$ cat src/logic/bsr_pkg.sv
`default_nettype none
package bsr_pkg;
    // Cache block states of the data cache
    typedef enum logic [1:0] {
        BSR_INVALID_STATE  = 2'h0,
        BSR_STATUS_A         = 2'h1,
        BSR_EXCLUSIVE      = 2'h2,
        BSR_MODIFIED_STATE = 2'h3
    } bsr_mesi_t;

    // Commands that the core hands to the bus issuer
    typedef enum logic [3:0] {
        BSR_CMD_SYNC     = 4'h0,
        BSR_CMD_EIEIO    = 4'h1,
        BSR_CMD_TLBSYNC  = 4'h2,
        BSR_CMD_TLBINV   = 4'h3,
        BSR_CMD_STCX     = 4'h4,
        BSR_CMD_NC_RD    = 4'h5,
        BSR_CMD_NC_WR    = 4'h6,
        BSR_CMD_DS_XFER  = 4'h7,
        BSR_CMD_IO_REPLY = 4'h8
    } bsr_cmd_t;

    // Transfer type codes on the status_a bus
    localparam logic [4:0] BT_READ         = 5'h05;
    localparam logic [4:0] BT_NC_READ      = 5'h15;
    localparam logic [4:0] BT_RFO          = 5'h0E;
    localparam logic [4:0] BT_RFO_ATOMIC   = 5'h0F;
    localparam logic [4:0] BT_SYNC         = 5'h01;
    localparam logic [4:0] BT_EIEIO        = 5'h10;
    localparam logic [4:0] BT_TLBSYNC      = 5'h09;
    localparam logic [4:0] BT_TLBINV       = 5'h18;
    localparam logic [4:0] BT_NC_WRITE     = 5'h02;
    localparam logic [4:0] BT_DS_XFER      = 5'h1B;
    localparam logic [4:0] BT_IO_REPLY     = 5'h1A;

    // Effective address bits that select a translation congruence class
    localparam int         CC_IDX_LSB      = 12;
    localparam int         CC_IDX_MSB      = 19;
    localparam int         CC_IDX_W        = CC_IDX_MSB - CC_IDX_LSB + 1;
    localparam logic [31:0] CC_IDX_MASK    = 32'h000FF000;
endpackage : bsr_pkg
`default_nettype wire

$ cat src/logic/bsr_snoop.sv
// Summary of operation
// - Read-for-ownership snoop actions apply only when the global qualifier is set.
// - Read-for-ownership missing the cache causes no snoop action.
// - Read-for-ownership hitting status_a or exclusive block makes it invalid.
// - Read-for-ownership hitting modified: retry, status_a status; unless a castout is in flight, push block, make invalid.
// - Store-conditional issues atomic ownership read; atomic form snooped like plain.
// - Translation-sync instruction issues an address-only translation-sync transaction.
// - Snooped translation-sync retried while invalidated-translation operations pend.
// - Translation-invalidate issues address-only transaction carrying address bits 12 to 19.
// - Second translation-invalidate snooped while one pends is retried.
// - I/O reply is the last transaction of a direct-store sequence.
// - Memory-sync instruction issues an address-only sync transaction.
// - Snooped sync retried while another snooped cache operation is pending.
// - Noncaching read hitting modified: unless a castout is in flight, write block back, make it exclusive.
`timescale 1ns/100ps
`default_nettype none
module bsr_snoop
    import bsr_pkg::*;
#(
    parameter int ADDR_W = 32
) (
    input  wire logic              sys_clk,
    input  wire logic              srst,
    input  wire logic              snp_valid,
    input  wire logic [4:0]        transfer_type_code,
    input  wire logic [ADDR_W-1:0] snp_addr,
    input  wire logic              global_coherent_qual,
    input  wire bsr_mesi_t         snp_state,
    input  wire logic              tlb_op_pending,
    input  wire logic              tlb_inv_done,
    input  wire logic              push_done,
    output logic                   address_retry,
    output logic                   status_a,
    output logic                   upd_valid,
    output bsr_mesi_t              upd_state,
    output logic [ADDR_W-1:0]      upd_addr,
    output logic                   push_req,
    output logic [ADDR_W-1:0]      push_addr,
    output logic                   tlb_inv,
    output logic [CC_IDX_W-1:0]    tlb_inv_idx,
    input  wire logic              cmd_valid,
    input  wire bsr_cmd_t          cmd_op,
    input  wire logic [ADDR_W-1:0] cmd_addr,
    output logic                   cmd_ready,
    output logic                   mst_valid,
    output logic [4:0]             mst_type,
    output logic [ADDR_W-1:0]      mst_addr,
    input  wire logic              mst_ack
);
    logic              retry_q, retry_d;
    logic              stat_q, stat_d;
    logic              upd_q, upd_d;
    bsr_mesi_t         ust_q, ust_d;
    logic [ADDR_W-1:0] uaddr_q;
    logic              push_q, push_d;
    logic              push_busy_q;
    logic              tinv_q, tinv_d;
    logic [CC_IDX_W-1:0] tidx_q;
    logic              tinv_pend_q;
    logic              mv_q;
    logic [4:0]        mtt_q;
    logic [ADDR_W-1:0] maddr_q;
    logic              ds_open_q;
    logic              is_rfo, is_ncr, is_tsync, is_tinv, is_sync;
    logic              hit_m, hit_clean, cmd_take;

    // Snooped transaction decode; atomic and plain ownership reads share a path
    assign is_rfo   = snp_valid && global_coherent_qual
                   && (transfer_type_code == BT_RFO || transfer_type_code == BT_RFO_ATOMIC);
    assign is_ncr   = snp_valid && (transfer_type_code == BT_NC_READ);
    assign is_tsync = snp_valid && (transfer_type_code == BT_TLBSYNC);
    assign is_tinv  = snp_valid && (transfer_type_code == BT_TLBINV);
    assign is_sync  = snp_valid && (transfer_type_code == BT_SYNC);
    assign hit_m     = (snp_state == BSR_MODIFIED_STATE);
    assign hit_clean = (snp_state == BSR_STATUS_A) || (snp_state == BSR_EXCLUSIVE);

    // Snoop response and cache action for the current address tenure
    always_comb begin
        retry_d = 1'b0;
        stat_d  = 1'b0;
        upd_d   = 1'b0;
        ust_d   = BSR_INVALID_STATE;
        push_d  = 1'b0;
        tinv_d  = 1'b0;
        if (is_rfo) begin
            if (hit_m) begin
                retry_d = 1'b1;
                stat_d  = 1'b1;
                if (!push_busy_q) begin
                    push_d = 1'b1;
                    upd_d  = 1'b1;
                end
            end else if (hit_clean) begin
                upd_d = 1'b1;
            end
        end else if (is_ncr) begin
            if (hit_m) begin
                retry_d = 1'b1;
                if (!push_busy_q) begin
                    push_d = 1'b1;
                    upd_d  = 1'b1;
                    ust_d  = BSR_EXCLUSIVE;
                end
            end
        end else if (is_tsync) begin
            retry_d = tlb_op_pending;
        end else if (is_tinv) begin
            if (tinv_pend_q) begin
                retry_d = 1'b1;
            end else begin
                tinv_d = 1'b1;
            end
        end else if (is_sync) begin
            retry_d = push_busy_q || tinv_pend_q;
        end
    end

    // Registered snoop outputs, one cycle after the snooped tenure
    always_ff @(posedge sys_clk) begin
        if (srst) begin
            retry_q <= 1'b0;
            stat_q  <= 1'b0;
            upd_q   <= 1'b0;
            ust_q   <= BSR_INVALID_STATE;
            uaddr_q <= '0;
            push_q  <= 1'b0;
            tinv_q  <= 1'b0;
            tidx_q  <= '0;
        end else begin
            retry_q <= retry_d;
            stat_q  <= stat_d;
            upd_q   <= upd_d;
            ust_q   <= ust_d;
            uaddr_q <= snp_addr;
            push_q  <= push_d;
            tinv_q  <= tinv_d;
            tidx_q  <= snp_addr[CC_IDX_MSB:CC_IDX_LSB];
        end
    end

    // Castout in flight; a new push wins over a completion in the same cycle
    always_ff @(posedge sys_clk) begin
        if (srst) begin
            push_busy_q <= 1'b0;
        end else if (push_d) begin
            push_busy_q <= 1'b1;
        end else if (push_done) begin
            push_busy_q <= 1'b0;
        end
    end

    // Translation invalidation in flight, set wins over done
    always_ff @(posedge sys_clk) begin
        if (srst) begin
            tinv_pend_q <= 1'b0;
        end else if (tinv_d) begin
            tinv_pend_q <= 1'b1;
        end else if (tlb_inv_done) begin
            tinv_pend_q <= 1'b0;
        end
    end

    assign address_retry = retry_q;
    assign status_a      = stat_q;
    assign upd_valid     = upd_q;
    assign upd_state     = ust_q;
    assign upd_addr      = uaddr_q;
    assign push_req      = push_q;
    assign push_addr     = uaddr_q;
    assign tlb_inv       = tinv_q;
    assign tlb_inv_idx   = tidx_q;

    // Issuer takes one command at a time, so program order is bus order
    assign cmd_ready = !mv_q && (!ds_open_q || cmd_op == BSR_CMD_DS_XFER
                               || cmd_op == BSR_CMD_IO_REPLY);
    assign cmd_take  = cmd_valid && cmd_ready;

    // Command to transfer type
    function automatic logic [4:0] bsr_type_of(input bsr_cmd_t op);
        logic [4:0] ty;
        ty = BT_SYNC;
        unique case (op)
            BSR_CMD_SYNC:     ty = BT_SYNC;
            BSR_CMD_EIEIO:    ty = BT_EIEIO;
            BSR_CMD_TLBSYNC:  ty = BT_TLBSYNC;
            BSR_CMD_TLBINV:   ty = BT_TLBINV;
            BSR_CMD_STCX:     ty = BT_RFO_ATOMIC;
            BSR_CMD_NC_RD:    ty = BT_READ;
            BSR_CMD_NC_WR:    ty = BT_NC_WRITE;
            BSR_CMD_DS_XFER:  ty = BT_DS_XFER;
            BSR_CMD_IO_REPLY: ty = BT_IO_REPLY;
            default:          ty = BT_SYNC;
        endcase
        return ty;
    endfunction : bsr_type_of

    // Bus request register held until the bus acknowledges it
    always_ff @(posedge sys_clk) begin
        if (srst) begin
            mv_q    <= 1'b0;
            mtt_q   <= BT_SYNC;
            maddr_q <= '0;
        end else if (cmd_take) begin
            mv_q  <= 1'b1;
            mtt_q <= bsr_type_of(cmd_op);
            if (cmd_op == BSR_CMD_SYNC || cmd_op == BSR_CMD_EIEIO
                || cmd_op == BSR_CMD_TLBSYNC) begin
                maddr_q <= '0;
            end else if (cmd_op == BSR_CMD_TLBINV) begin
                maddr_q <= cmd_addr & CC_IDX_MASK[ADDR_W-1:0];
            end else begin
                maddr_q <= cmd_addr;
            end
        end else if (mst_ack) begin
            mv_q <= 1'b0;
        end
    end

    // Direct-store sequence open until its I/O reply is issued
    always_ff @(posedge sys_clk) begin
        if (srst) begin
            ds_open_q <= 1'b0;
        end else if (cmd_take && cmd_op == BSR_CMD_DS_XFER) begin
            ds_open_q <= 1'b1;
        end else if (cmd_take && cmd_op == BSR_CMD_IO_REPLY) begin
            ds_open_q <= 1'b0;
        end
    end

    assign mst_valid = mv_q;
    assign mst_type  = mtt_q;
    assign mst_addr  = maddr_q;
endmodule : bsr_snoop
`default_nettype wire

$ cat config.mk
export PLATFORM = sky130hd
export DESIGN_NAME = bsr_snoop
export DESIGN_NICKNAME = d
export VERILOG_FILES = /design/src/logic/bsr_pkg.sv /design/src/logic/bsr_snoop.sv
export SDC_FILE = /design/constraint.sdc
export NUM_CORES = 1
export LEC_CHECK = 0
export BUFFER_PORTS_ARGS = -buffer_cell sky130_fd_sc_hd__buf_4
export CAP_MARGIN = 40
export CORE_MARGIN = 2
export CORE_UTILIZATION = 43
export CTS_BUF_LIST = sky130_fd_sc_hd__clkbuf_16
export CTS_CLUSTER_DIAMETER = 40
export DETAILED_ROUTE_END_ITERATION = 8
export PLACE_DENSITY = 0.77
export SLEW_MARGIN = 20
export SYNTH_ARGS = -nofsm -noshare
export SYNTH_HDL_FRONTEND = slang
export SYNTH_SLANG_ARGS = --single-unit
$ cat constraint.sdc
create_clock -name sys_clk -period 2.2 [get_ports sys_clk]
set_input_delay 0.44 -clock sys_clk [delete_from_list [all_inputs] [get_ports sys_clk]]
set_output_delay 0.44 -clock sys_clk [all_outputs]
set_load 0.03 [all_outputs]
==> results of run 1 <==
state kept, by name (all words and copies together), names as in the netlist:
signal / cells
mst_valid: 1
mst_type: 5
push_busy_q: 1
tinv_pend_q: 1
push_addr: 32
tlb_inv: 1
ds_open_q: 1
push_req: 1
status_a: 1
upd_valid: 1
address_retry: 1
mst_addr: 32
upd_state: 1
cells by family (layout without fill, tap and decap cells):
kind of cell / count (synthesis) / in the layout / share of synthesized area
buf+inv: 67 / 229 / 0.130
other cells: 1 / 1 / 0.00115
mux: 5 / 5 / 0.0157
simple gates: 112 / 112 / 0.218
compound gates: 49 / 49 / 0.125
flops: 79 / 79 / 0.484
fa+ha+maj: 7 / 7 / 0.0268
metal layers:
layer,vias up,track usage,share of wire
li1,1368,-,-
met1,1261,0.227,0.40
met2,123,0.325,0.49
met3,11,0.0656,0.089
met4,0,0.0657,0.012
met5,-,0,0
layout make-up:
type,count,area [um2],area share
multi-input combinational,174,1260,0.258
sequential,79,1580,0.324
inverter,6,22.5,0.00461
clock inverter,6,86.3,0.0177
timing repair buffer,208,1590,0.325
tap,99,124,0.0253
clock buffer,9,225,0.0461
power by group:
group          switching [mW]  internal (mW)
Sequential             0.0449           1.51
Clock                   0.550          0.982
Combinational           0.438          0.345
through the flow:
step	total power [mW]	hold WS, ps	setup WS (ps)	area, um2
after detailed placement	2.38	451	94.1	4580
final	3.87	326	190	4890
after CTS	3.91	322	157	4890
after global placement	2.36	452	160	4580
after global routing	4.03	328	72.2	4890
after floorplan	2.07	429	214	3270
cell usage after synthesis, types with 2 or more instances:
cell type / instances / area [um2]
dfxtp_1: 79 / 1580
buf_4: 44 / 330
nor2b_1: 34 / 213
nor3b_1: 24 / 180
a31o_2: 22 / 193
nor2_1: 15 / 56.3
nand2b_1: 12 / 75.1
o21ai_0: 11 / 55.1
clkbuf_1: 10 / 37.5
nand3_1: 8 / 40.0
ha_1: 7 / 87.6
buf_2: 6 / 30.0
inv_1: 6 / 22.5
mux2i_1: 4 / 40.0
nand3b_1: 4 / 30.0
nand2_1: 3 / 11.3
nand4b_1: 3 / 26.3
nor3_1: 3 / 15.0
a21oi_1: 2 / 10.0
a31o_1: 2 / 17.5
a31oi_1: 2 / 12.5
final timing paths:
path,to,slack [ps],cells past startpoint
worst max-delay path,cmd_ready,190,7
worst min-delay path,push_addr[18],330,2
worst max register to register,mst_addr[9],760,4
worst min register to register,tlb_inv,460,1
critical path, stage by stage:
cell and delay, ps:
buf_4 130, inv_1 120, ha_1 210, nand3b_2 120, buf_4 170, a31oi_1 180
buf_4 190
==> flow_metrics.tcl, run 1 <==
set metrics [dict create \
    syn_avg_cell_area_um2 10.2 \
    drt_wl_total_um 8290 \
    start_util 0.448 \
    finalHoldViolations 0 \
    cts.path.max_buffers 2 \
    dr.first_iter.drc_count 51 \
    grt-ovfl-total 0 \
    end_kind "output pin" \
    vias 2763 \
    post-cts-setup-buffers 0 \
    drv_slew 0 \
    ys.flop_type "dfxtp_1" \
    syn_inst 320 \
    status "finished, final reports clean" \
    startpoint "cmd_op[1]" \
    finalSetupViolCount 0 \
    synth_edf_count 0 \
    syn_to_final_growth_pct 49.6 \
    post-route-period-util 0.914 \
    insertion_delay_ps 320 \
    final_util 0.670 \
    path_max_fanout 5 \
    port_buffers 200 \
    netlist_area_um2 3270 \
    hold_path_class "primary input to flip-flop" \
    clock_sink_count 79 \
    synth_cell_types 40 \
    clkTransAtPathRegs_ps 60 \
    min_from "snp_addr[18]" \
    postCtsHoldBufs 0 \
    grt_use_total 0.192 \
    drc 0 \
    rows 31 \
    ir_worst_vdd_uv 434 \
    synthesis.nets 411 \
    max_freq_mhz 498 \
    dpl.hpwl_um 6250 \
    drive_gt1_frac 0.521 \
    fp.dieW_um 91.2 \
    gp_congestion 0.769 \
    h-tree-depth 3 \
    design.core.area_um2 7290 \
    rsz0062_at_grt "false" \
    dieArea_um2 8310 \
    reg2reg_from "mst_valid" \
    layout_common_cells "buf_4 (206), dfxtp_1 (79), nor2b_1 (34)" \
    worstPathArrival_ps 1570 \
    drv_cap 0 \
    antenna_found_initial 0 \
    yosysWarningCount 0 \
    viasPerCell 4.76 \
    dp.cells 566 \
    num-nets-final 569 \
    wl_per_cell_um 14.3 \
    async_flop_share 0 \
    ys_seq_area_frac 0.484 \
    critical_path_class "primary input to output pin" \
    setup_tns_ps 0 \
    ant_nets 0 \
    layout.cells.most_common "buf_4" \
    io_pins 202 \
    numCtsBuffers 9 \
    grt_max_degree 63 \
    grt_pass1_vias 2686 \
    finalClockSkew_ps 4.52 \
    fin_cells 581 \
    worstSetupStartpointType "primary input" \
    dr.pass1.iters 4 \
    cts_tree "built" \
    p_leak_nw 2.32 \
    synth_seq_cells 79 \
    die_h_um 91.2 \
    min_period_ps 2010 \
    cts_root_buffer "clkbuf_16" \
    diodes 0 \
    power_density_nw_per_um2 792 \
    grt_pass1_wl_um 12900 \
    cts_resized 0 \
    crit_required_ps 1760 \
    fillers 607 \
]
Note: power is estimated with default switching activity, not from simulation.
==> inputs of run 2 (changes only) <==
--- a/config.mk
+++ b/config.mk
@@ -12,7 +12,7 @@
 export CTS_BUF_LIST = sky130_fd_sc_hd__clkbuf_16
 export CTS_CLUSTER_DIAMETER = 40
 export DETAILED_ROUTE_END_ITERATION = 8
-export PLACE_DENSITY = 0.77
+export PLACE_DENSITY = 0.8
 export SLEW_MARGIN = 20
 export SYNTH_ARGS = -nofsm -noshare
 export SYNTH_HDL_FRONTEND = slang
==> run 2 against run 1 <==
Compared with the run above: sequential power hardly changed; clock power is 9.8% lower; largest power group unchanged; sequential cell count stayed put; total power is 3.9% lower; cell area is 0.72% lower; clock skew is 1.6 ps higher; highest routed layer unchanged.
==> flow_metrics.tcl, run 2 (same netlist as run 1, synthesis figures left out) <==
set metrics [dict create \
    diodes 0 \
    end_kind "output pin" \
    min_to "push_addr[23]" \
    clock_sink_count 79 \
    grt_max_degree 62 \
    grt_pass1_vias 2710 \
    finalClockSkew_ps 6.15 \
    multiInputGateArea_um2 1260 \
    dr.pass1.iters 4 \
    layout_common_cells "buf_4 (206), dfxtp_1 (79), nor2b_1 (34)" \
    status "finished, final reports clean" \
    viasPerCell 4.79 \
    setup_tns_ps 0 \
    antenna_found_initial 0 \
    r2r_setup_slack_ps 720 \
    numCtsBuffers 9 \
    dieArea_um2 8310 \
    cp_slowest_cell "ha_1" \
    p_total_mw 3.72 \
    layout.cells.most_common "buf_4" \
    seq_area_um2 1580 \
    dpl.hpwl_um 6420 \
    max_freq_mhz 493 \
    cts_resized 0 \
    grt_use_total 0.201 \
    cts_root_buffer "clkbuf_16" \
    num-nets-final 569 \
    drv_cap 0 \
    die_h_um 91.2 \
    worstSetupStartpointType "primary input" \
    worstPathArrival_ps 1590 \
    gp_congestion 0.796 \
    hold_path_class "primary input to flip-flop" \
    design.core.area_um2 7290 \
    wl_per_cell_um 14.6 \
    dr.first_iter.drc_count 47 \
    finalHoldViolations 0 \
    post-cts-setup-buffers 0 \
    r2r_end "mst_addr[27]" \
    ant_nets 0 \
    cts_tree "built" \
    grt-ovfl-total 0 \
    worstPathCellList "buf_4 > inv_1 > ha_1 > nand3b_2 > buf_4 > a31oi_1 > buf_4" \
    rows 31 \
    crit_required_ps 1760 \
    drc 0 \
    cpPeakStageDelay_ps 220 \
    syn_to_final_growth_pct 48.5 \
    port_buffers 200 \
    io_pins 202 \
    reg2reg_depth 4 \
    dp.cells 566 \
    ir_worst_vdd_uv 559 \
    fillers 597 \
    grt_pass1_wl_um 13400 \
    cpMostUsedCell "buf_4" \
    holdPathStages 2 \
    reg2reg_from "mst_valid" \
    drive_gt1_frac 0.520 \
    cts.path.max_buffers 2 \
    min_from "snp_addr[23]" \
    post-route-period-util 0.922 \
    clkTransAtPathRegs_ps 60 \
    postCtsHoldBufs 0 \
    fin_cells 580 \
    h-tree-depth 3 \
    drv_slew 0 \
    drt_wl_total_um 8450 \
    fp.dieW_um 91.2 \
    path_max_fanout 5 \
    start_util 0.448 \
    rsz0062_at_grt "false" \
    vias 2781 \
    critical_path_class "primary input to output pin" \
    insertion_delay_ps 320 \
    p_leak_nw 2.31 \
    finalSetupViolCount 0 \
    min_period_ps 2030 \
    power_density_nw_per_um2 766 \
]
run 2: changes by cell type in the layout (fill, tap and decap cells not counted), sizes merged:
cell | previous run | this run
bufinv | 2 | 1
clkinv | 1 | 3
clkinvlp | 3 | 1
run 2: area by class of cell:
class | instances | area share
Tap cell | 99 | 0.0255
Inverter | 6 | 0.00464
Clock buffer | 9 | 0.0464
Sequential cell | 79 | 0.326
Clock inverter | 5 | 0.0106
Timing Repair Buffer | 208 | 0.327
Multi-Input combinational cell | 174 | 0.260
run 2: worst max-delay path by stage:
stage	start	to	slack [ps]	depth (start not counted)
finish	cmd_op[1]	cmd_ready	170	7
global route	cmd_op[1]	cmd_ready	70	7
CTS	cmd_op[1]	cmd_ready	150	7
detailed placement	cmd_op[1]	mst_addr[27]	30	8
global placement	cmd_op[0]	mst_addr[27]	150	8
floorplan	cmd_op[0]	mst_addr[20]	210	7
run 2: through the flow:
step	worst slack [ps]	hold slack, ps	area (um2)	util
after global placement	149	455	4580	0.628
after detailed placement	29.4	469	4580	0.628
final	171	329	4850	0.666
after CTS	145	318	4850	0.666
after floorplan	214	429	3270	-
after global routing	71.6	323	4850	0.666
run 2: where the power goes:
part | leakage, nW | internal, mW | switching, mW | total (mW)
sequential | 0.651 | 1.51 | 0.0433 | 1.56
combinational | 1.52 | 0.345 | 0.440 | 0.786
clock | 0.135 | 0.856 | 0.523 | 1.38
total | 2.31 | 2.71 | 1.01 | 3.72
run 2: worst max-delay path, delay by kind of cell:
kind                       cells  cell delay (ps)
buffers and inverters          4              620
and+or+nand+nor                1              130
adders and majority gates      1              220
AOI/OAI and AO/OA              1              180
run 2: layer usage:
metal | wire [um] | GRT usage | up-vias
met5 | 0 | 0 | -
met2 | 4320 | 0.351 | 113
met3 | 682 | 0.0556 | 10
met4 | 111 | 0.0682 | 0
met1 | 3330 | 0.236 | 1294
li1 | - | - | 1364
